<file path="src/common/vport_pkg.sv">
// Summary of operation
// [RL1] Port bit 6 picks the horizontal reference: active-line pulse or sync.
// [RL2] Sync begins and ends in eight-cycle units, plus two-cycle fine steps.
// [RL3] Bits 5:4 pick vertical sync, field id, or either of them inverted.
// [RL4] Bit 3 picks the inverted lock status or the fast lock indicator.
// [RL5] Format 000 is 656 with codes, 010 drops codes, 011 and 110 reserved.
// [RL6] Format 001 blanks video outside the programmed vertical gate window.
// [RL7] Formats 100 and 101 bypass bits 8..1 or 7..0, muxed by chroma phase.
// [RL8] Format 111 sends one sample's high bits at phase 1, low at phase 0.
// [RL9] Software leaves compatibility bit off unless a re-encoder needs it.
// [RL10] Analog bit 6 updates gain once per line when 0, per field when 1.
// [RL11] A 3-bit select routes the test output; reserved codes give ground.
// [RL12] Analog bit 2 holds the chroma standard autodetect control flag.
// [RL13] Analog bits 1:0 set the converter sample-clock phase delay.
// [RL14] Output enable bits drive their pins when 1 and float them when 0.
// [RL15] The chroma phase reference toggles on every enabled pixel cycle.
// [RL16] Active-line reference marks 720 pixels per line, also in blanking.
package vport_pkg;
  localparam logic [7:0] PORT_CTRL_OFS   = 8'h13;
  localparam logic [7:0] ANALOG_CTRL_OFS = 8'h14;
  localparam logic [7:0] PORT_CTRL_RST   = 8'h00;
  localparam logic [7:0] ANALOG_CTRL_RST = 8'h00;
  localparam logic [7:0] RD_UNMAPPED     = 8'h00;
  // Port register fields.
  localparam int RTC_EN_BIT  = 7;
  localparam int ACTIVE_LINE_REF_SEL_BIT = 6;
  localparam int VREF_SEL_HI = 5;
  localparam int VREF_SEL_LO = 4;
  localparam int HLOCK_SEL_BIT = 3;
  localparam int FMT_HI      = 2;
  localparam int FMT_LO      = 0;
  // Analog register fields.
  localparam int COMPAT_BIT  = 7;
  localparam int GAIN_IV_BIT = 6;
  localparam int ATEST_HI    = 5;
  localparam int ATEST_LO    = 4;
  localparam int XTAL_EN_BIT = 3;
  localparam int AUTODET_BIT = 2;
  localparam int PHASE_HI    = 1;
  localparam int PHASE_LO    = 0;
  // Port formats.
  localparam logic [2:0] FMT_656      = 3'h0;
  localparam logic [2:0] FMT_656_GATE = 3'h1;
  localparam logic [2:0] FMT_422_RAW  = 3'h2;
  localparam logic [2:0] FMT_RSV3     = 3'h3;
  localparam logic [2:0] FMT_BYP_HI   = 3'h4;
  localparam logic [2:0] FMT_BYP_LO   = 3'h5;
  localparam logic [2:0] FMT_RSV6     = 3'h6;
  localparam logic [2:0] FMT_BYP_ONE  = 3'h7;
  // Vertical reference choices.
  localparam logic [1:0] VREF_VSYNC   = 2'h0;
  localparam logic [1:0] VREF_FID     = 2'h1;
  localparam logic [1:0] VREF_VSYNC_N = 2'h2;
  localparam logic [1:0] VREF_FID_N   = 2'h3;
  // Analog test codes.
  localparam logic [2:0] ATEST_GND    = 3'h0;
  localparam logic [2:0] ATEST_IN4    = 3'h4;
  localparam logic [2:0] ATEST_FILTER = 3'h7;
  // Line timing.
  localparam int LINE_PIXELS   = 858;
  localparam int ACTIVE_PIXELS = 720;
  localparam int ACTIVE_START  = 138;
  localparam logic [9:0] PIX_LAST   = 10'(LINE_PIXELS - 1);
  localparam logic [9:0] ACTIVE_LINE_REF_BEGIN = 10'(ACTIVE_START);
  localparam logic [9:0] ACTIVE_LINE_REF_END   = 10'(ACTIVE_START + ACTIVE_PIXELS);
  localparam int HS_UNIT_SHIFT = 3;
  localparam int HS_FINE_SHIFT = 1;
  // Blanking levels.
  localparam logic [7:0] BLANK_LUMA   = 8'h10;
  localparam logic [7:0] BLANK_CHROMA = 8'h80;
endpackage

</file>
<file path="src/hdl/hsync_gen.sv">
`timescale 1ns/10ps
module hsync_gen
  import vport_pkg::*;
(
  input  wire logic       MCLK,
  input  wire logic       RSTN,
  input  wire logic       CLK_EN,
  input  wire logic [9:0] PIX_CNT,
  input  wire logic [7:0] HS_BEGIN,
  input  wire logic [7:0] HS_STOP,
  input  wire logic [1:0] HS_FINE,
  output logic            HS_OUT
);
  logic [10:0] pix_ext;
  logic [10:0] win_begin;
  logic [10:0] win_stop;
  logic        hs_reg;
  logic        hs_next;

  // Window edges in pixel cycles; the fine delay moves both edges alike.
  always_comb begin
    pix_ext   = {1'b0, PIX_CNT};
    win_begin = (11'(HS_BEGIN) << HS_UNIT_SHIFT)
              + (11'(HS_FINE) << HS_FINE_SHIFT); // RL2
    win_stop  = (11'(HS_STOP) << HS_UNIT_SHIFT)
              + (11'(HS_FINE) << HS_FINE_SHIFT); // RL2
    hs_next   = (pix_ext >= win_begin) && (pix_ext < win_stop); // RL2
  end

  // A stop at or before the begin gives no pulse rather than a wrapped one.
  always_ff @(posedge MCLK or negedge RSTN) begin
    if (!RSTN) begin
      hs_reg <= 1'b0;
    end else if (CLK_EN) begin
      hs_reg <= hs_next;
    end
  end

  assign HS_OUT = hs_reg;

  AST_HS_WINDOW: assert property (@(posedge MCLK) disable iff (!RSTN) // RL2
    CLK_EN |=> HS_OUT == $past(hs_next))
    else $error("hsync does not follow its programmed window");
endmodule

</file>
<file path="src/hdl/video_port_output_control.sv">
`timescale 1ns/10ps
module video_port_output_control
  import vport_pkg::*;
(
  input  wire logic       MCLK,
  input  wire logic       RSTN,
  input  wire logic       CLK_EN,
  input  wire logic [7:0] REG_ADDR,
  input  wire logic [7:0] REG_WDATA,
  input  wire logic       REG_WR,
  input  wire logic       REG_RD,
  output logic [7:0]      REG_RDATA,
  input  wire logic [7:0] HSYNC_BEGIN,
  input  wire logic [7:0] HSYNC_STOP,
  input  wire logic [1:0] HSYNC_FINE_DELAY,
  input  wire logic [8:0] GATE_START_LINE,
  input  wire logic [8:0] GATE_STOP_LINE,
  input  wire logic       GATE_POSITION_OPTION,
  input  wire logic       ANALOG_TEST_SELECT_MSB,
  input  wire logic       VERTICAL_SYNC_PULSE,
  input  wire logic       FIELD_ID,
  input  wire logic       HLOCK_STATUS,
  input  wire logic       FAST_HLOCK,
  input  wire logic [7:0] VIDEO_DATA,
  input  wire logic       VIDEO_IS_TRC,
  input  wire logic [8:0] ADC1_DATA,
  input  wire logic [8:0] ADC2_DATA,
  input  wire logic       TWO_ADC_ACTIVE,
  input  wire logic       REALTIME_CTRL_IN,
  input  wire logic       CRYSTAL_IN,
  output logic            EXP_HOR_REF_PIN,
  output logic            EXP_VERT_REF_PIN,
  output logic            HLOCK_INDICATOR,
  output logic [7:0]      EXP_PORT_DATA,
  output logic            CHROMA_PHASE_REF,
  output logic            REALTIME_CTRL_OUT,
  output logic            REALTIME_CTRL_OUT_OE,
  output logic            CRYSTAL_OUT,
  output logic            CRYSTAL_OUT_OE,
  output logic            GAIN_UPDATE,
  output logic [2:0]      ANALOG_TEST_SELECT,
  output logic            REENCODER_COMPAT,
  output logic            CHROMA_STD_AUTODETECT_CTL,
  output logic [1:0]      CONVERTER_CLOCK_PHASE
);
  // Reserved analog test codes collapse to ground so the pin never floats.
  function automatic logic [2:0] atest_route(input logic [2:0] code);
    if (code <= ATEST_IN4 || code == ATEST_FILTER) begin
      atest_route = code;
    end else begin
      atest_route = ATEST_GND;
    end
  endfunction

  // Reserved formats put a constant on the port.
  function automatic logic fmt_reserved(input logic [2:0] fmt);
    fmt_reserved = (fmt == FMT_RSV3) || (fmt == FMT_RSV6);
  endfunction

  logic [7:0] port_ctrl_reg;
  logic [7:0] port_ctrl_next;
  logic [7:0] analog_ctrl_reg;
  logic [7:0] analog_ctrl_next;
  logic [7:0] rdata_reg;
  logic [7:0] rdata_next;
  logic [9:0] pix_reg;
  logic [9:0] pix_next;
  logic [8:0] line_reg;
  logic [8:0] line_next;
  logic       vs_d_reg;
  logic       vs_d_next;
  logic       chroma_phase_ref_reg;
  logic       chroma_phase_ref_next;
  logic       active_line_ref_reg;
  logic       active_line_ref_next;
  logic       gain_reg;
  logic       gain_next;
  logic       xtal_reg;
  logic       xtal_next;
  logic       rtc_reg;
  logic       rtc_next;
  logic [7:0] data_reg;
  logic [7:0] data_next;
  logic       hs_pulse;
  logic       line_start;
  logic       field_start;
  logic       gate_active;
  logic [8:0] gate_line;
  logic [2:0] fmt;
  logic [8:0] byp_sample;

  assign fmt = port_ctrl_reg[FMT_HI:FMT_LO];

  // Register writes and reads; reads answer one enabled cycle later.
  always_comb begin
    port_ctrl_next   = port_ctrl_reg;
    analog_ctrl_next = analog_ctrl_reg;
    rdata_next       = rdata_reg;
    if (REG_WR && REG_ADDR == PORT_CTRL_OFS) begin
      port_ctrl_next = REG_WDATA;
    end
    if (REG_WR && REG_ADDR == ANALOG_CTRL_OFS) begin
      analog_ctrl_next = REG_WDATA;
    end
    if (REG_RD) begin
      case (REG_ADDR)
        PORT_CTRL_OFS:   rdata_next = port_ctrl_reg;
        ANALOG_CTRL_OFS: rdata_next = analog_ctrl_reg;
        default:         rdata_next = RD_UNMAPPED;
      endcase
    end
  end

  always_ff @(posedge MCLK or negedge RSTN) begin
    if (!RSTN) begin
      port_ctrl_reg   <= PORT_CTRL_RST;
      analog_ctrl_reg <= ANALOG_CTRL_RST;
      rdata_reg       <= RD_UNMAPPED;
    end else if (CLK_EN) begin
      port_ctrl_reg   <= port_ctrl_next;
      analog_ctrl_reg <= analog_ctrl_next;
      rdata_reg       <= rdata_next;
    end
  end

  assign REG_RDATA = rdata_reg;

  // Line and field timing. The line counter restarts on the rising vertical
  // sync, so the gate compares against lines counted from the field start.
  always_comb begin
    line_start  = (pix_reg == PIX_LAST);
    field_start = VERTICAL_SYNC_PULSE && !vs_d_reg;
    pix_next    = line_start ? '0 : pix_reg + 10'h001;
    line_next   = line_reg;
    if (field_start) begin
      line_next = '0;
    end else if (line_start) begin
      line_next = line_reg + 9'h001;
    end
    vs_d_next = VERTICAL_SYNC_PULSE;
    chroma_phase_ref_next = !chroma_phase_ref_reg; // RL15
    active_line_ref_next = (pix_next >= ACTIVE_LINE_REF_BEGIN) && (pix_next < ACTIVE_LINE_REF_END); // RL16
  end

  always_ff @(posedge MCLK or negedge RSTN) begin
    if (!RSTN) begin
      pix_reg  <= '0;
      line_reg <= '0;
      vs_d_reg <= 1'b0;
      chroma_phase_ref_reg <= 1'b0;
      active_line_ref_reg <= 1'b0;
    end else if (CLK_EN) begin
      pix_reg  <= pix_next;
      line_reg <= line_next;
      vs_d_reg <= vs_d_next;
      chroma_phase_ref_reg <= chroma_phase_ref_next;
      active_line_ref_reg <= active_line_ref_next;
    end
  end

  assign CHROMA_PHASE_REF = chroma_phase_ref_reg;

  hsync_gen u_hsync (
    .MCLK     (MCLK),
    .RSTN     (RSTN),
    .CLK_EN   (CLK_EN),
    .PIX_CNT  (pix_reg),
    .HS_BEGIN (HSYNC_BEGIN),
    .HS_STOP  (HSYNC_STOP),
    .HS_FINE  (HSYNC_FINE_DELAY),
    .HS_OUT   (hs_pulse)
  );

  // The alternate gate position moves the window one line earlier in
  // the second field, done here by looking one line ahead.
  always_comb begin
    gate_line = (GATE_POSITION_OPTION && FIELD_ID) ?
                line_reg + 9'h001 : line_reg; // RL6
    gate_active = (gate_line >= GATE_START_LINE) &&
                  (gate_line < GATE_STOP_LINE); // RL6
  end

  // Bypass sample choice: the second converter at phase 1 when two run.
  assign byp_sample = (TWO_ADC_ACTIVE && chroma_phase_ref_reg) ? ADC2_DATA : ADC1_DATA;

  // Port data format multiplexer, registered for a clean pin.
  always_comb begin
    data_next = VIDEO_DATA;
    case (fmt)
      FMT_656: data_next = VIDEO_DATA; // RL5
      FMT_656_GATE: begin
        if (!gate_active && !VIDEO_IS_TRC) begin // RL6
          data_next = chroma_phase_ref_reg ? BLANK_CHROMA : BLANK_LUMA;
        end
      end
      FMT_422_RAW: begin
        if (VIDEO_IS_TRC) begin // RL5
          data_next = chroma_phase_ref_reg ? BLANK_CHROMA : BLANK_LUMA;
        end
      end
      FMT_BYP_HI:  data_next = byp_sample[8:1]; // RL7
      FMT_BYP_LO:  data_next = byp_sample[7:0]; // RL7
      FMT_BYP_ONE: data_next = chroma_phase_ref_reg ? ADC1_DATA[8:1]
                                        : ADC1_DATA[7:0]; // RL8
      default:     data_next = '0; // RL5
    endcase
  end

  // Gain update strobe and the registered pin drivers.
  always_comb begin
    gain_next = analog_ctrl_reg[GAIN_IV_BIT] ? field_start
                                             : line_start; // RL10
    xtal_next = CRYSTAL_IN;
    rtc_next  = REALTIME_CTRL_IN;
  end

  always_ff @(posedge MCLK or negedge RSTN) begin
    if (!RSTN) begin
      data_reg <= '0;
      gain_reg <= 1'b0;
      xtal_reg <= 1'b0;
      rtc_reg  <= 1'b0;
    end else if (CLK_EN) begin
      data_reg <= data_next;
      gain_reg <= gain_next;
      xtal_reg <= xtal_next;
      rtc_reg  <= rtc_next;
    end
  end

  // Gain strobe is gated so a frozen clock does not stretch the pulse.
  assign GAIN_UPDATE   = gain_reg && CLK_EN;
  assign EXP_PORT_DATA = data_reg;

  // Reference pins and lock indicator.
  always_comb begin
    EXP_HOR_REF_PIN = port_ctrl_reg[ACTIVE_LINE_REF_SEL_BIT] ? hs_pulse
                                                  : active_line_ref_reg; // RL1
    case (port_ctrl_reg[VREF_SEL_HI:VREF_SEL_LO])
      VREF_VSYNC:   EXP_VERT_REF_PIN = VERTICAL_SYNC_PULSE; // RL3
      VREF_FID:     EXP_VERT_REF_PIN = FIELD_ID; // RL3
      VREF_VSYNC_N: EXP_VERT_REF_PIN = !VERTICAL_SYNC_PULSE; // RL3
      VREF_FID_N:   EXP_VERT_REF_PIN = !FIELD_ID; // RL3
      default:      EXP_VERT_REF_PIN = VERTICAL_SYNC_PULSE;
    endcase
    HLOCK_INDICATOR = port_ctrl_reg[HLOCK_SEL_BIT] ? FAST_HLOCK
                                                   : !HLOCK_STATUS; // RL4
  end

  // Tri-state pins: the enable is the register bit itself.
  assign REALTIME_CTRL_OUT    = rtc_reg;
  assign REALTIME_CTRL_OUT_OE = port_ctrl_reg[RTC_EN_BIT]; // RL14
  assign CRYSTAL_OUT          = xtal_reg;
  assign CRYSTAL_OUT_OE       = analog_ctrl_reg[XTAL_EN_BIT]; // RL14

  // Analog and misc control outputs.
  assign ANALOG_TEST_SELECT = atest_route({ANALOG_TEST_SELECT_MSB,
    analog_ctrl_reg[ATEST_HI:ATEST_LO]}); // RL11
  assign REENCODER_COMPAT          = analog_ctrl_reg[COMPAT_BIT];
  assign CHROMA_STD_AUTODETECT_CTL = analog_ctrl_reg[AUTODET_BIT]; // RL12
  assign CONVERTER_CLOCK_PHASE     = analog_ctrl_reg[PHASE_HI:PHASE_LO]; // RL13

  // Helper: enabled cycles the running active-line pulse has lasted before this one.
  logic [9:0] active_line_ref_len;
  always_ff @(posedge MCLK or negedge RSTN) begin
    if (!RSTN) begin
      active_line_ref_len <= '0;
    end else if (CLK_EN) begin
      active_line_ref_len <= active_line_ref_reg ? active_line_ref_len + 10'h001 : '0;
    end
  end

  AST_ACTIVE_LINE_REF_WIDTH: assert property (@(posedge MCLK) disable iff (!RSTN) // RL16
    (CLK_EN && active_line_ref_reg && !active_line_ref_next) |-> active_line_ref_len == 10'(ACTIVE_PIXELS - 1))
    else $error("active line pulse is not 720 pixels");
  AST_CHROMA_PHASE_REF_TOGGLE: assert property (@(posedge MCLK) disable iff (!RSTN) // RL15
    CLK_EN |=> CHROMA_PHASE_REF != $past(CHROMA_PHASE_REF))
    else $error("chroma phase did not toggle");
  // The active-line side is judged from the pixel count, not from its flop.
  AST_ACTIVE_LINE_REF_SELECT: assert property (@(posedge MCLK) disable iff (!RSTN) // RL1
    EXP_HOR_REF_PIN == (port_ctrl_reg[ACTIVE_LINE_REF_SEL_BIT] ? hs_pulse
      : ((pix_reg >= ACTIVE_LINE_REF_BEGIN) && (pix_reg < ACTIVE_LINE_REF_END))))
    else $error("horizontal reference pin has wrong source");
  AST_VREF_INV: assert property (@(posedge MCLK) disable iff (!RSTN) // RL3
    (port_ctrl_reg[VREF_SEL_HI:VREF_SEL_LO] == VREF_FID_N)
      |-> EXP_VERT_REF_PIN != FIELD_ID)
    else $error("vertical reference not inverted field id");
  AST_HLOCK: assert property (@(posedge MCLK) disable iff (!RSTN) // RL4
    !port_ctrl_reg[HLOCK_SEL_BIT] |-> HLOCK_INDICATOR == !HLOCK_STATUS)
    else $error("lock indicator is not the inverted status");
  AST_BYPASS_HI: assert property (@(posedge MCLK) disable iff (!RSTN) // RL7
    (CLK_EN && fmt == FMT_BYP_HI && TWO_ADC_ACTIVE && chroma_phase_ref_reg
      && $stable(port_ctrl_reg))
      |=> EXP_PORT_DATA == $past(ADC2_DATA[8:1]))
    else $error("bypass high bits wrong for second converter");
  AST_BYPASS_ONE: assert property (@(posedge MCLK) disable iff (!RSTN) // RL8
    (CLK_EN && fmt == FMT_BYP_ONE && !chroma_phase_ref_reg)
      |=> EXP_PORT_DATA == $past(ADC1_DATA[7:0]))
    else $error("single converter low bits wrong");
  AST_RESERVED: assert property (@(posedge MCLK) disable iff (!RSTN) // RL5
    (CLK_EN && fmt_reserved(fmt)) |=> EXP_PORT_DATA == 8'h00)
    else $error("reserved format drives data");
  // A strobe that waited out a freeze has no launching cycle just behind it.
  AST_GAIN_LINE: assert property (@(posedge MCLK) disable iff (!RSTN) // RL10
    (GAIN_UPDATE && $past(CLK_EN) && !$past(analog_ctrl_reg[GAIN_IV_BIT]))
      |-> $past(pix_reg) == PIX_LAST)
    else $error("line gain update off the line start");
  AST_OE: assert property (@(posedge MCLK) disable iff (!RSTN) // RL14
    CLK_EN && REG_WR && REG_ADDR == PORT_CTRL_OFS
      |=> REALTIME_CTRL_OUT_OE == $past(REG_WDATA[RTC_EN_BIT]))
    else $error("realtime output enable not taken from write");
  AST_ATEST_RSV: assert property (@(posedge MCLK) disable iff (!RSTN) // RL11
    ({ANALOG_TEST_SELECT_MSB, analog_ctrl_reg[ATEST_HI:ATEST_LO]} == 3'h5)
      |-> ANALOG_TEST_SELECT == ATEST_GND)
    else $error("reserved analog test code not grounded");

  COV_GATE_FMT: cover property (@(posedge MCLK) disable iff (!RSTN)
    fmt == FMT_656_GATE && !gate_active);
  COV_BYP_TWO: cover property (@(posedge MCLK) disable iff (!RSTN)
    fmt == FMT_BYP_LO && TWO_ADC_ACTIVE);
  COV_HS_SEL: cover property (@(posedge MCLK) disable iff (!RSTN)
    port_ctrl_reg[ACTIVE_LINE_REF_SEL_BIT] && hs_pulse);
endmodule

</file>
<file path="config.mk">
export PLATFORM = sky130hd
export DESIGN_NAME = video_port_output_control
export DESIGN_NICKNAME = d
export VERILOG_FILES = /design/src/common/vport_pkg.sv /design/src/hdl/hsync_gen.sv /design/src/hdl/video_port_output_control.sv
export SDC_FILE = /design/constraint.sdc
export NUM_CORES = 1
export LEC_CHECK = 0
export BUFFER_PORTS_ARGS = -buffer_cell sky130_fd_sc_hd__buf_4
export CORE_ASPECT_RATIO = 1.1
export CORE_MARGIN = 2
export CORE_UTILIZATION = 53
export CTS_CLUSTER_DIAMETER = 100
export CTS_CLUSTER_SIZE = 10
export DETAILED_ROUTE_END_ITERATION = 16
export PLACE_DENSITY = 0.89
export SYNTH_ARGS = -nofsm -noshare
export SYNTH_HDL_FRONTEND = slang
export SYNTH_HIERARCHICAL = 1
export SYNTH_SLANG_ARGS = --single-unit
</file>
<file path="constraint.sdc">
create_clock -name MCLK -period 3.6 [get_ports MCLK]
set_input_delay 0.54 -clock MCLK [delete_from_list [all_inputs] [get_ports MCLK]]
set_output_delay 0.54 -clock MCLK [all_outputs]
set_load 0.03 [all_outputs]
</file>
==> impl_metrics.py, run 1 <==
metrics = {
    "run_status": {
        "status": "completed",
    },
    "final_layout": {
        "fin_util": 0.6747,
        "fin_area_sq_mm": 0.005584,
        "antenna_cells": 0,
        "largest_reg_flops": 10,
        "nNetsFinal": 738,
        "fillers": 659,
        "area_growth_pct": 24.77,
        "drive_gt1_frac": 0.2985,
    },
    "yosys": {
        "synth_xor_area_frac": 0.03327,
        "synthTopCellsByArea": "dfrtp_1 32%, ha_1 10%, mux2_2 4.8%",
        "synth-compound-area-share": 0.2155,
        "synth-edff-count": 0,
        "ys.flop_type": "dfrtp_1",
        "yosys.area.top_type": "dfrtp_1",
        "synthMuxAreaShare": 0.08583,
        "ys_warn_count": 6,
        "synthAdderAreaFrac": 0.1006,
        "ys_seq_area_frac": 0.3243,
        "syn_area_sq_mm": 0.004476,
        "synth.distinct_cells": 68,
        "synth_top_family_by_area": "compound AO/OA/AOI/OAI gates",
        "synth_top_area_share": 0.3243,
        "syn_inst": 499,
        "async_reset_ff_frac": 1.000,
        "synth_nets": 628,
        "synth_seq_cells": 58,
        "avgSynthCellArea_sq_um": 8.969,
        "synthSimpleGateAreaFrac": 0.1722,
    },
    "setup_path": {
        "path_max_fanout": 8,
        "worstPathArrival_ns": 3.57,
        "required_ns": 3.81,
        "end_kind": "flop",
        "crit_path_start_kind": "flop",
        "critPathKind": "flop to flop",
    },
    "pwr": {
        "peakVddDrop_mv": 0.2727,
        "leakage_nw": 2.802,
        "power.density_mw_per_mm2": 408.3,
    },
    "clocking": {
        "hold_buffers": 0,
        "clock-sinks": 58,
        "path_clk_slew_ns": 0.07,
        "cts_max_level": 3,
        "insertion_delay_ns": 0.34,
        "cts_tree": "done",
        "root_buffer": "clkbuf_8",
        "cts-buffers-inserted": 9,
        "cts_buffer_depth": 2,
    },
    "floorplanning": {
        "die_y_um": 100.4,
        "rows": 35,
        "die_area_sq_mm": 0.009196,
        "initial_core_util": 0.5407,
        "ios": 125,
        "die_w_um": 91.62,
        "coreArea_sq_mm": 0.008277,
    },
    "placement": {
        "place_congestion": 0.8865,
        "hpwl_mm": 9.025,
        "io_buffers": 124,
        "placed_area_sq_mm": 0.005409,
    },
    "detailed_routing": {
        "drt_iter0_markers": 226,
        "via_per_inst": 5.843,
        "wl_per_cell_um": 15.66,
        "postRouteAntennaNets": 0,
        "vias": 4230,
        "drc": 0,
        "drt_wl_total_mm": 11.34,
        "first_pass_iters": 5,
    },
    "global_route": {
        "grt_pass1_wl_mm": 18.68,
        "gr-usage-all-layers": 0.2500,
        "grt_max_degree": 59,
        "antenna_found_initial": 0,
        "grt_pass1_vias": 4265,
        "overflow": 0,
    },
    "timing": {
        "setup_viol": 0,
        "final-hold-violation-count": 0,
        "grt_setup_unrepaired": "no",
        "post-route-min-period_ns": 3.353,
        "fmax_mhz": 298.3,
        "finalCritPeriodShare": 0.9313,
        "hold_ws_ns": 0.2343,
        "tightest_slew_ns": 0.7521,
        "relSlewSlack": 0.4953,
        "maxSlewViolCount": 0,
        "finalSetupTns_ns": 0,
        "fin_skew_ns": 0.01256,
    },
    "min_path": {
        "hold_class": "input pin to async pin",
    },
    "job": {
        "cap_viol_max_count": 0,
    },
}
cell usage after synthesis, types with 8 or more instances:
cell type	number
dfrtp_1	58
inv_1	43
ha_1	36
nor2_1	36
nand2_1	34
a21oi_1	30
o21ai_0	26
mux2_2	19
mux2i_1	17
nand3_1	16
and3_1	13
buf_2	13
o21ai_1	11
xor2_1	10
a22oi_1	8
a31oi_1	8
clkbuf_1	8
metrics by stage:
step | total power [mW] | setup WS, ns | cells
floorplan | 1.517 | 0.6434 | 499
global placement | 1.727 | 0.4098 | 708
detailed placement | 1.791 | 0.2459 | 708
CTS | 2.283 | 0.2313 | 723
global route | 2.449 | 0.02268 | 724
finish | 2.280 | 0.2473 | 724
report_power, final:
| part | leakage [nW] | switching (mW) | internal, mW |
|---|---|---|---|
| logic | 1.98 | 0.440 | 0.409 |
| clock network | 0.0742 | 0.247 | 0.242 |
| registers | 0.746 | 0.211 | 0.731 |
timing repair:
action | 4_1_cts | 5_1_grt
setup endpoints to repair | 0 | 4
gates resized for setup | 0 | 2
setup buffers | 0 | 1
hold endpoints to repair | 0 | 0
layout make-up:
class / instances / area (sq um) / area share
repair buffers: 126 / 945.9 / 0.1694
clock buffers: 10 / 127.6 / 0.02285
inverters: 43 / 161.4 / 0.02890
flip-flops and latches: 58 / 1453 / 0.2601
clock inverters: 5 / 32.53 / 0.005826
multi-input cells: 371 / 2725 / 0.4880
well taps: 111 / 138.9 / 0.02487
logic make-up after synthesis:
logic type	after synthesis
AOI/OAI and AO/OA	138
and+or+nand+nor	144
adders and majority gates	36
DFF	58
buffers and inverters	70
xor gates and xnor gates	17
muxes	36
final timing paths:
path,to,startpoint,cells past startpoint,slack [ns]
max,EXP_PORT_DATA[1],line_reg[0],13,0.25
min,analog_ctrl_reg[5],RSTN,1,0.23
max reg2reg,EXP_PORT_DATA[1],line_reg[0],13,0.25
min reg2reg,REG_RDATA[1],REG_RDATA[1],2,0.48
max in group asynchronous,EXP_PORT_DATA[2],RSTN,1,2.86
min in group MCLK,analog_ctrl_reg[5],REG_WDATA[5],3,0.41
metal layers:
| metal | up-vias | routed length [um] | GRT usage |
|---|---|---|---|
| met5 | - | 0 | 0 |
| met3 | 33 | 703 | 0.06456 |
| met1 | 1992 | 4349 | 0.2772 |
| li1 | 2042 | - | - |
| met4 | 0 | 322 | 0.1061 |
| met2 | 163 | 5962 | 0.4531 |
placed cells by master, fill, tap and decap left out, drive strengths merged, types with 3 or more instances in the layout:
master and count:
inv 43, o221a 4, a22oi 8, a31oi 9, o21bai 3, clkbuf 10, o31ai 9, a21oi 30
ha 36, o21ai 37, mux2 19, a221o 6, or2 3, buf 126, a211oi 5, nor2b 5
and4 3, nand2 35, nand2b 6, nand3 18, clkinvlp 3, and3 13, a21boi 3, and2 6
xnor2 7, xor2 10, nor2 37, mux2i 17, dfrtp 58, nand4 6
critical path: stages, from the launching register on:
cell     delay (ns)
dfrtp_2        0.43
ha_1           0.25
and3_1         0.23
and3_1         0.22
nand3_1        0.12
nor2_1         0.14
xor2_1         0.20
ha_1           0.30
a21oi_1        0.22
nand2_1        0.08
a311o_1        0.30
nand3_1        0.15
a31oi_2        0.17
a221o_1        0.39
Power figures use the tool's default switching activity.
==> run 2, diff against run 1 <==
==> constraint.sdc (replaced) <==
create_clock -name MCLK -period 3.6 [get_ports MCLK]
set_input_delay 0.36 -clock MCLK [delete_from_list [all_inputs] [get_ports MCLK]]
set_output_delay 0.36 -clock MCLK [all_outputs]
set_load 0.03 [all_outputs]
==> impl_metrics.py, run 2 (same netlist as run 1, synthesis figures left out) <==
metrics = {
    "pwr": {
        "netSwitchingPower_mw": 0.9018,
        "pwr-share-clk": 0.239,
        "peakVddDrop_mv": 0.2915,
        "pwr-share-seq": 0.403,
        "internal_power_mw": 1.443,
        "swShare": 0.3846,
        "combPwrFrac": 0.358,
        "power.density_mw_per_mm2": 417.5,
        "leakage_nw": 2.819,
    },
    "timing": {
        "final-hold-violation-count": 0,
        "fin_skew_ns": 0.008950,
        "finalSetupTns_ns": 0,
        "post-route-min-period_ns": 3.317,
        "finalCritPeriodShare": 0.9213,
        "tightest_slew_ns": 0.7814,
        "grt_setup_unrepaired": "no",
        "setup_viol": 0,
        "fmax_mhz": 301.5,
        "maxSlewViolCount": 0,
        "relSlewSlack": 0.4791,
    },
    "global_route": {
        "grt_max_degree": 59,
        "antenna_found_initial": 0,
        "grt_pass1_vias": 4238,
        "grt_pass1_wl_mm": 18.95,
        "gr-usage-all-layers": 0.2502,
        "overflow": 0,
    },
    "clocking": {
        "root_buffer": "clkbuf_8",
        "insertion_delay_ns": 0.33,
        "clock-sinks": 58,
        "hold_buffers": 0,
        "cts-buffers-inserted": 9,
        "cts_tree": "done",
        "cts_max_level": 3,
        "path_clk_slew_ns": 0.06,
        "cts_buffer_depth": 2,
    },
    "setup_path": {
        "required_ns": 3.80,
        "end_kind": "flop",
        "critPathKind": "flop to flop",
        "reg2reg_depth": 13,
        "path_max_fanout": 8,
        "worstPathArrival_ns": 3.52,
        "crit_path_start_kind": "flop",
    },
    "final_layout": {
        "final_cells": 725,
        "mostFrequentLayoutCell": "buf_4",
        "fin_util": 0.6786,
        "final_cell_mix": "126 x buf_4, 57 x dfrtp_1, 43 x inv_1",
        "area_growth_pct": 25.50,
        "antenna_cells": 0,
        "nNetsFinal": 738,
        "drive_gt1_frac": 0.3029,
        "largest_reg_flops": 10,
    },
    "placement": {
        "io_buffers": 124,
        "hpwl_mm": 8.723,
        "dp.cells": 709,
        "place_congestion": 0.8875,
    },
    "floorplanning": {
        "die_w_um": 91.62,
        "initial_core_util": 0.5407,
        "coreArea_sq_mm": 0.008277,
        "ios": 125,
        "die_y_um": 100.4,
        "die_area_sq_mm": 0.009196,
        "rows": 35,
    },
    "detailed_routing": {
        "vias": 4273,
        "via_per_inst": 5.894,
        "drt_iter0_markers": 342,
        "drc": 0,
        "first_pass_iters": 7,
        "postRouteAntennaNets": 0,
        "wl_per_cell_um": 15.59,
        "drt_wl_total_mm": 11.30,
    },
    "min_path": {
        "hold_class": "input pin to async pin",
    },
    "run_status": {
        "status": "completed",
    },
    "job": {
        "cap_viol_max_count": 0,
    },
}
==> run 2: final timing paths <==
| path | from | end | slack, ns |
|---|---|---|---|
| max reg2reg | line_reg[0] | EXP_PORT_DATA[1] | 0.28 |
| max in group asynchronous | RSTN | line_reg[0] | 3.02 |
| min | RSTN | analog_ctrl_reg[4] | 0.08 |
| min in group MCLK | REG_WDATA[5] | analog_ctrl_reg[5] | 0.25 |
| max | line_reg[0] | EXP_PORT_DATA[1] | 0.28 |
| min reg2reg | u_hsync/HS_OUT | u_hsync/HS_OUT | 0.49 |
==> run 2: cell type report <==
cell class | count | area (sq um)
inverter | 43 | 161.4
fill | 648 | 2660
tap | 111 | 138.9
sequential | 58 | 1453
clock buffer | 12 | 165.2
clock inverter | 4 | 25.02
timing repair buffer | 126 | 945.9
multi-input combinational | 371 | 2728
==> run 2: worst max-delay path: stages (launching register included) <==
cell and delay (ns):
dfrtp_2 0.43, ha_2 0.24, and3_1 0.20, and3_1 0.21, nand3_1 0.13, nor2_1 0.16, xor2_1 0.22, ha_1 0.30
a21oi_1 0.21, nand2_1 0.08, a311o_1 0.30, nand3_1 0.15, a31oi_2 0.18, a221o_1 0.39
==> run 2: routing by layer <==
layer  routed length [um]  track usage
met4                  244      0.09790
met5                    0            0
met1                 4385       0.2994
met3                  769      0.04880
met2                 5902       0.4440
==> run 2: what timing repair did <==
item                                    4_1_cts  5_1_grt
buffers inserted                              0        0
gates resized for setup                       0        3
endpoints found under the setup margin        0        8
==> run 2: stage by stage <==
step,instance area (sq um),hold WS [ns],worst slack (ns),power [mW]
after CTS,5607,0.1131,0.2008,2.337
after global placement,5416,0.4548,0.4132,1.731
final,5617,0.08175,0.2834,2.345
after floorplan,4476,0.06441,0.6434,1.517
after detailed placement,5416,0.4666,0.2070,1.782
after global routing,5617,0.1484,0.01510,2.503
==> run 2: power by group through the flow <==
stage | combinational [mW] | clock, mW | sequential (mW)
2_1_floorplan | 0.645 | 0 | 0.871
3_3_place_gp | 0.793 | 0 | 0.938
3_5_place_dp | 0.833 | 0 | 0.949
4_1_cts | 0.836 | 0.564 | 0.937
5_1_grt | 0.939 | 0.598 | 0.967
6_report | 0.840 | 0.560 | 0.945
==> run 3, diff against run 2 <==
--- a/config.mk
+++ b/config.mk
@@ -13,6 +13,7 @@
 export CTS_CLUSTER_SIZE = 10
 export DETAILED_ROUTE_END_ITERATION = 16
 export PLACE_DENSITY = 0.89
+export REMOVE_ABC_BUFFERS = 1
 export SYNTH_ARGS = -nofsm -noshare
 export SYNTH_HDL_FRONTEND = slang
 export SYNTH_HIERARCHICAL = 1
==> impl_metrics.py, run 3 (same netlist as run 1, synthesis figures left out) <==
metrics = {
    "run_status": {
        "status": "completed",
    },
    "detailed_routing": {
        "first_pass_iters": 4,
        "drc": 0,
        "wl_per_cell_um": 16.40,
        "drt_iter0_markers": 244,
        "postRouteAntennaNets": 0,
        "via_per_inst": 5.941,
        "vias": 4301,
        "drt_wl_total_mm": 11.88,
    },
    "final_layout": {
        "fin_util": 0.6844,
        "drive_gt1_frac": 0.3002,
        "antenna_cells": 0,
        "final_cell_mix": "125 x buf_4, 57 x dfrtp_1, 43 x inv_1",
        "area_growth_pct": 26.56,
        "nNetsFinal": 737,
        "mostFrequentLayoutCell": "buf_4",
        "largest_reg_flops": 10,
    },
    "pwr": {
        "power.density_mw_per_mm2": 452.7,
        "leakage_nw": 2.843,
        "peakVddDrop_mv": 0.3237,
        "finalPower_mw": 2.564,
    },
    "timing": {
        "fin_skew_ns": 0.006427,
        "relSlewSlack": 0.4507,
        "setup_viol": 0,
        "post-route-min-period_ns": 3.267,
        "tightest_slew_ns": 0.8239,
        "maxSlewViolCount": 0,
        "fin_ws_ns": 0.3328,
        "grt_setup_unrepaired": "no",
        "finalSetupTns_ns": 0,
        "final-hold-violation-count": 0,
        "finalCritPeriodShare": 0.9076,
        "fmax_mhz": 306.1,
    },
    "placement": {
        "io_buffers": 124,
        "dp_slack_ns": 0.3068,
        "place_congestion": 0.8936,
        "hpwl_mm": 8.931,
    },
    "clocking": {
        "clock-sinks": 58,
        "path_clk_slew_ns": 0.07,
        "cts_max_level": 3,
        "cts-buffers-inserted": 9,
        "insertion_delay_ns": 0.35,
        "cts_tree": "done",
        "postCtsSetupRepairBufs": 0,
        "root_buffer": "clkbuf_8",
        "cts_buffer_depth": 2,
    },
    "setup_path": {
        "path_max_fanout": 8,
        "worstPathArrival_ns": 3.50,
        "r2r_start": "line_reg[0]",
        "crit_path_start_kind": "flop",
        "reg2reg_depth": 13,
        "critPathKind": "flop to flop",
        "r2r_end": "EXP_PORT_DATA[1]",
        "required_ns": 3.83,
        "r2r_setup_slack_ns": 0.33,
        "end_kind": "flop",
    },
    "floorplanning": {
        "rows": 35,
        "coreArea_sq_mm": 0.008277,
        "die_area_sq_mm": 0.009196,
        "die_y_um": 100.4,
        "initial_core_util": 0.5407,
        "ios": 125,
        "die_w_um": 91.62,
    },
    "global_route": {
        "antenna_found_initial": 0,
        "grt_pass1_wl_mm": 19.28,
        "gr-usage-all-layers": 0.2590,
        "grt_pass1_vias": 4220,
        "overflow": 0,
        "grt_max_degree": 59,
    },
    "min_path": {
        "hold_class": "input pin to async pin",
    },
    "job": {
        "cap_viol_max_count": 0,
    },
}
[run 3: cell types whose count changed in the layout (fill, tap and decap cells not counted), sizes merged]
cell      change
buf           -1
clkinv        -1
clkbuf        -3
inv           +2
clkinvlp      -1
bufinv        +3
[run 3: report_power, final]
group / internal, mW / switching [mW] / leakage (nW)
sequential: 0.730 / 0.216 / 0.746
clock: 0.466 / 0.299 / 0.120
combinational: 0.408 / 0.445 / 1.98
total: 1.60 / 0.960 / 2.84
[run 3: worst max path at each step]
stage / endpoint / start
2_1_floorplan: EXP_PORT_DATA[1] / line_reg[0]
3_3_place_gp: EXP_PORT_DATA[1] / line_reg[0]
3_5_place_dp: EXP_PORT_DATA[4] / line_reg[0]
4_1_cts: EXP_PORT_DATA[4] / line_reg[0]
5_1_grt: EXP_PORT_DATA[1] / line_reg[0]
6_report: EXP_PORT_DATA[1] / line_reg[0]
[run 3: cell type report]
class | instances | area (sq um)
Multi-Input combinational cell | 371 | 2725
Clock inverter | 7 | 123.9
Clock buffer | 9 | 123.9
Timing Repair Buffer | 125 | 938.4
Inverter | 43 | 161.4
Sequential cell | 58 | 1453
Tap cell | 111 | 138.9
Fill cell | 618 | 2613
[run 3: layer usage]
layer	track usage	vias to the layer above	wire [um]
li1	-	2036	-
met1	0.3029	2062	4758
met2	0.4593	167	6076
met3	0.05105	36	707
met4	0.1177	0	334
met5	0	-	0
[run 3: per-stage QoR]
stage,hold slack [ns],area (sq um),instances
after floorplan,0.06441,4332,472
after global placement,0.4547,5409,708
after detailed placement,0.4719,5409,708
after CTS,0.1012,5657,724
after global routing,0.1323,5664,724
final,0.07513,5664,724
[run 3: worst max-delay path, stage by stage, from the launching register on]
cell,delay [ns]
dfrtp_2,0.44
ha_1,0.25
and3_1,0.22
and3_1,0.21
nand3_1,0.12
nor2_1,0.14
xor2_1,0.22
ha_1,0.31
a21oi_1,0.20
nand2_1,0.08
a311o_1,0.31
nand3_1,0.10
a31oi_2,0.17
a221o_1,0.39
[run 3: repair_timing]
item | in CTS | in global routing
gates resized for setup | 0 | 2
setup endpoints to repair | 0 | 1
hold buffers | 0 | 0
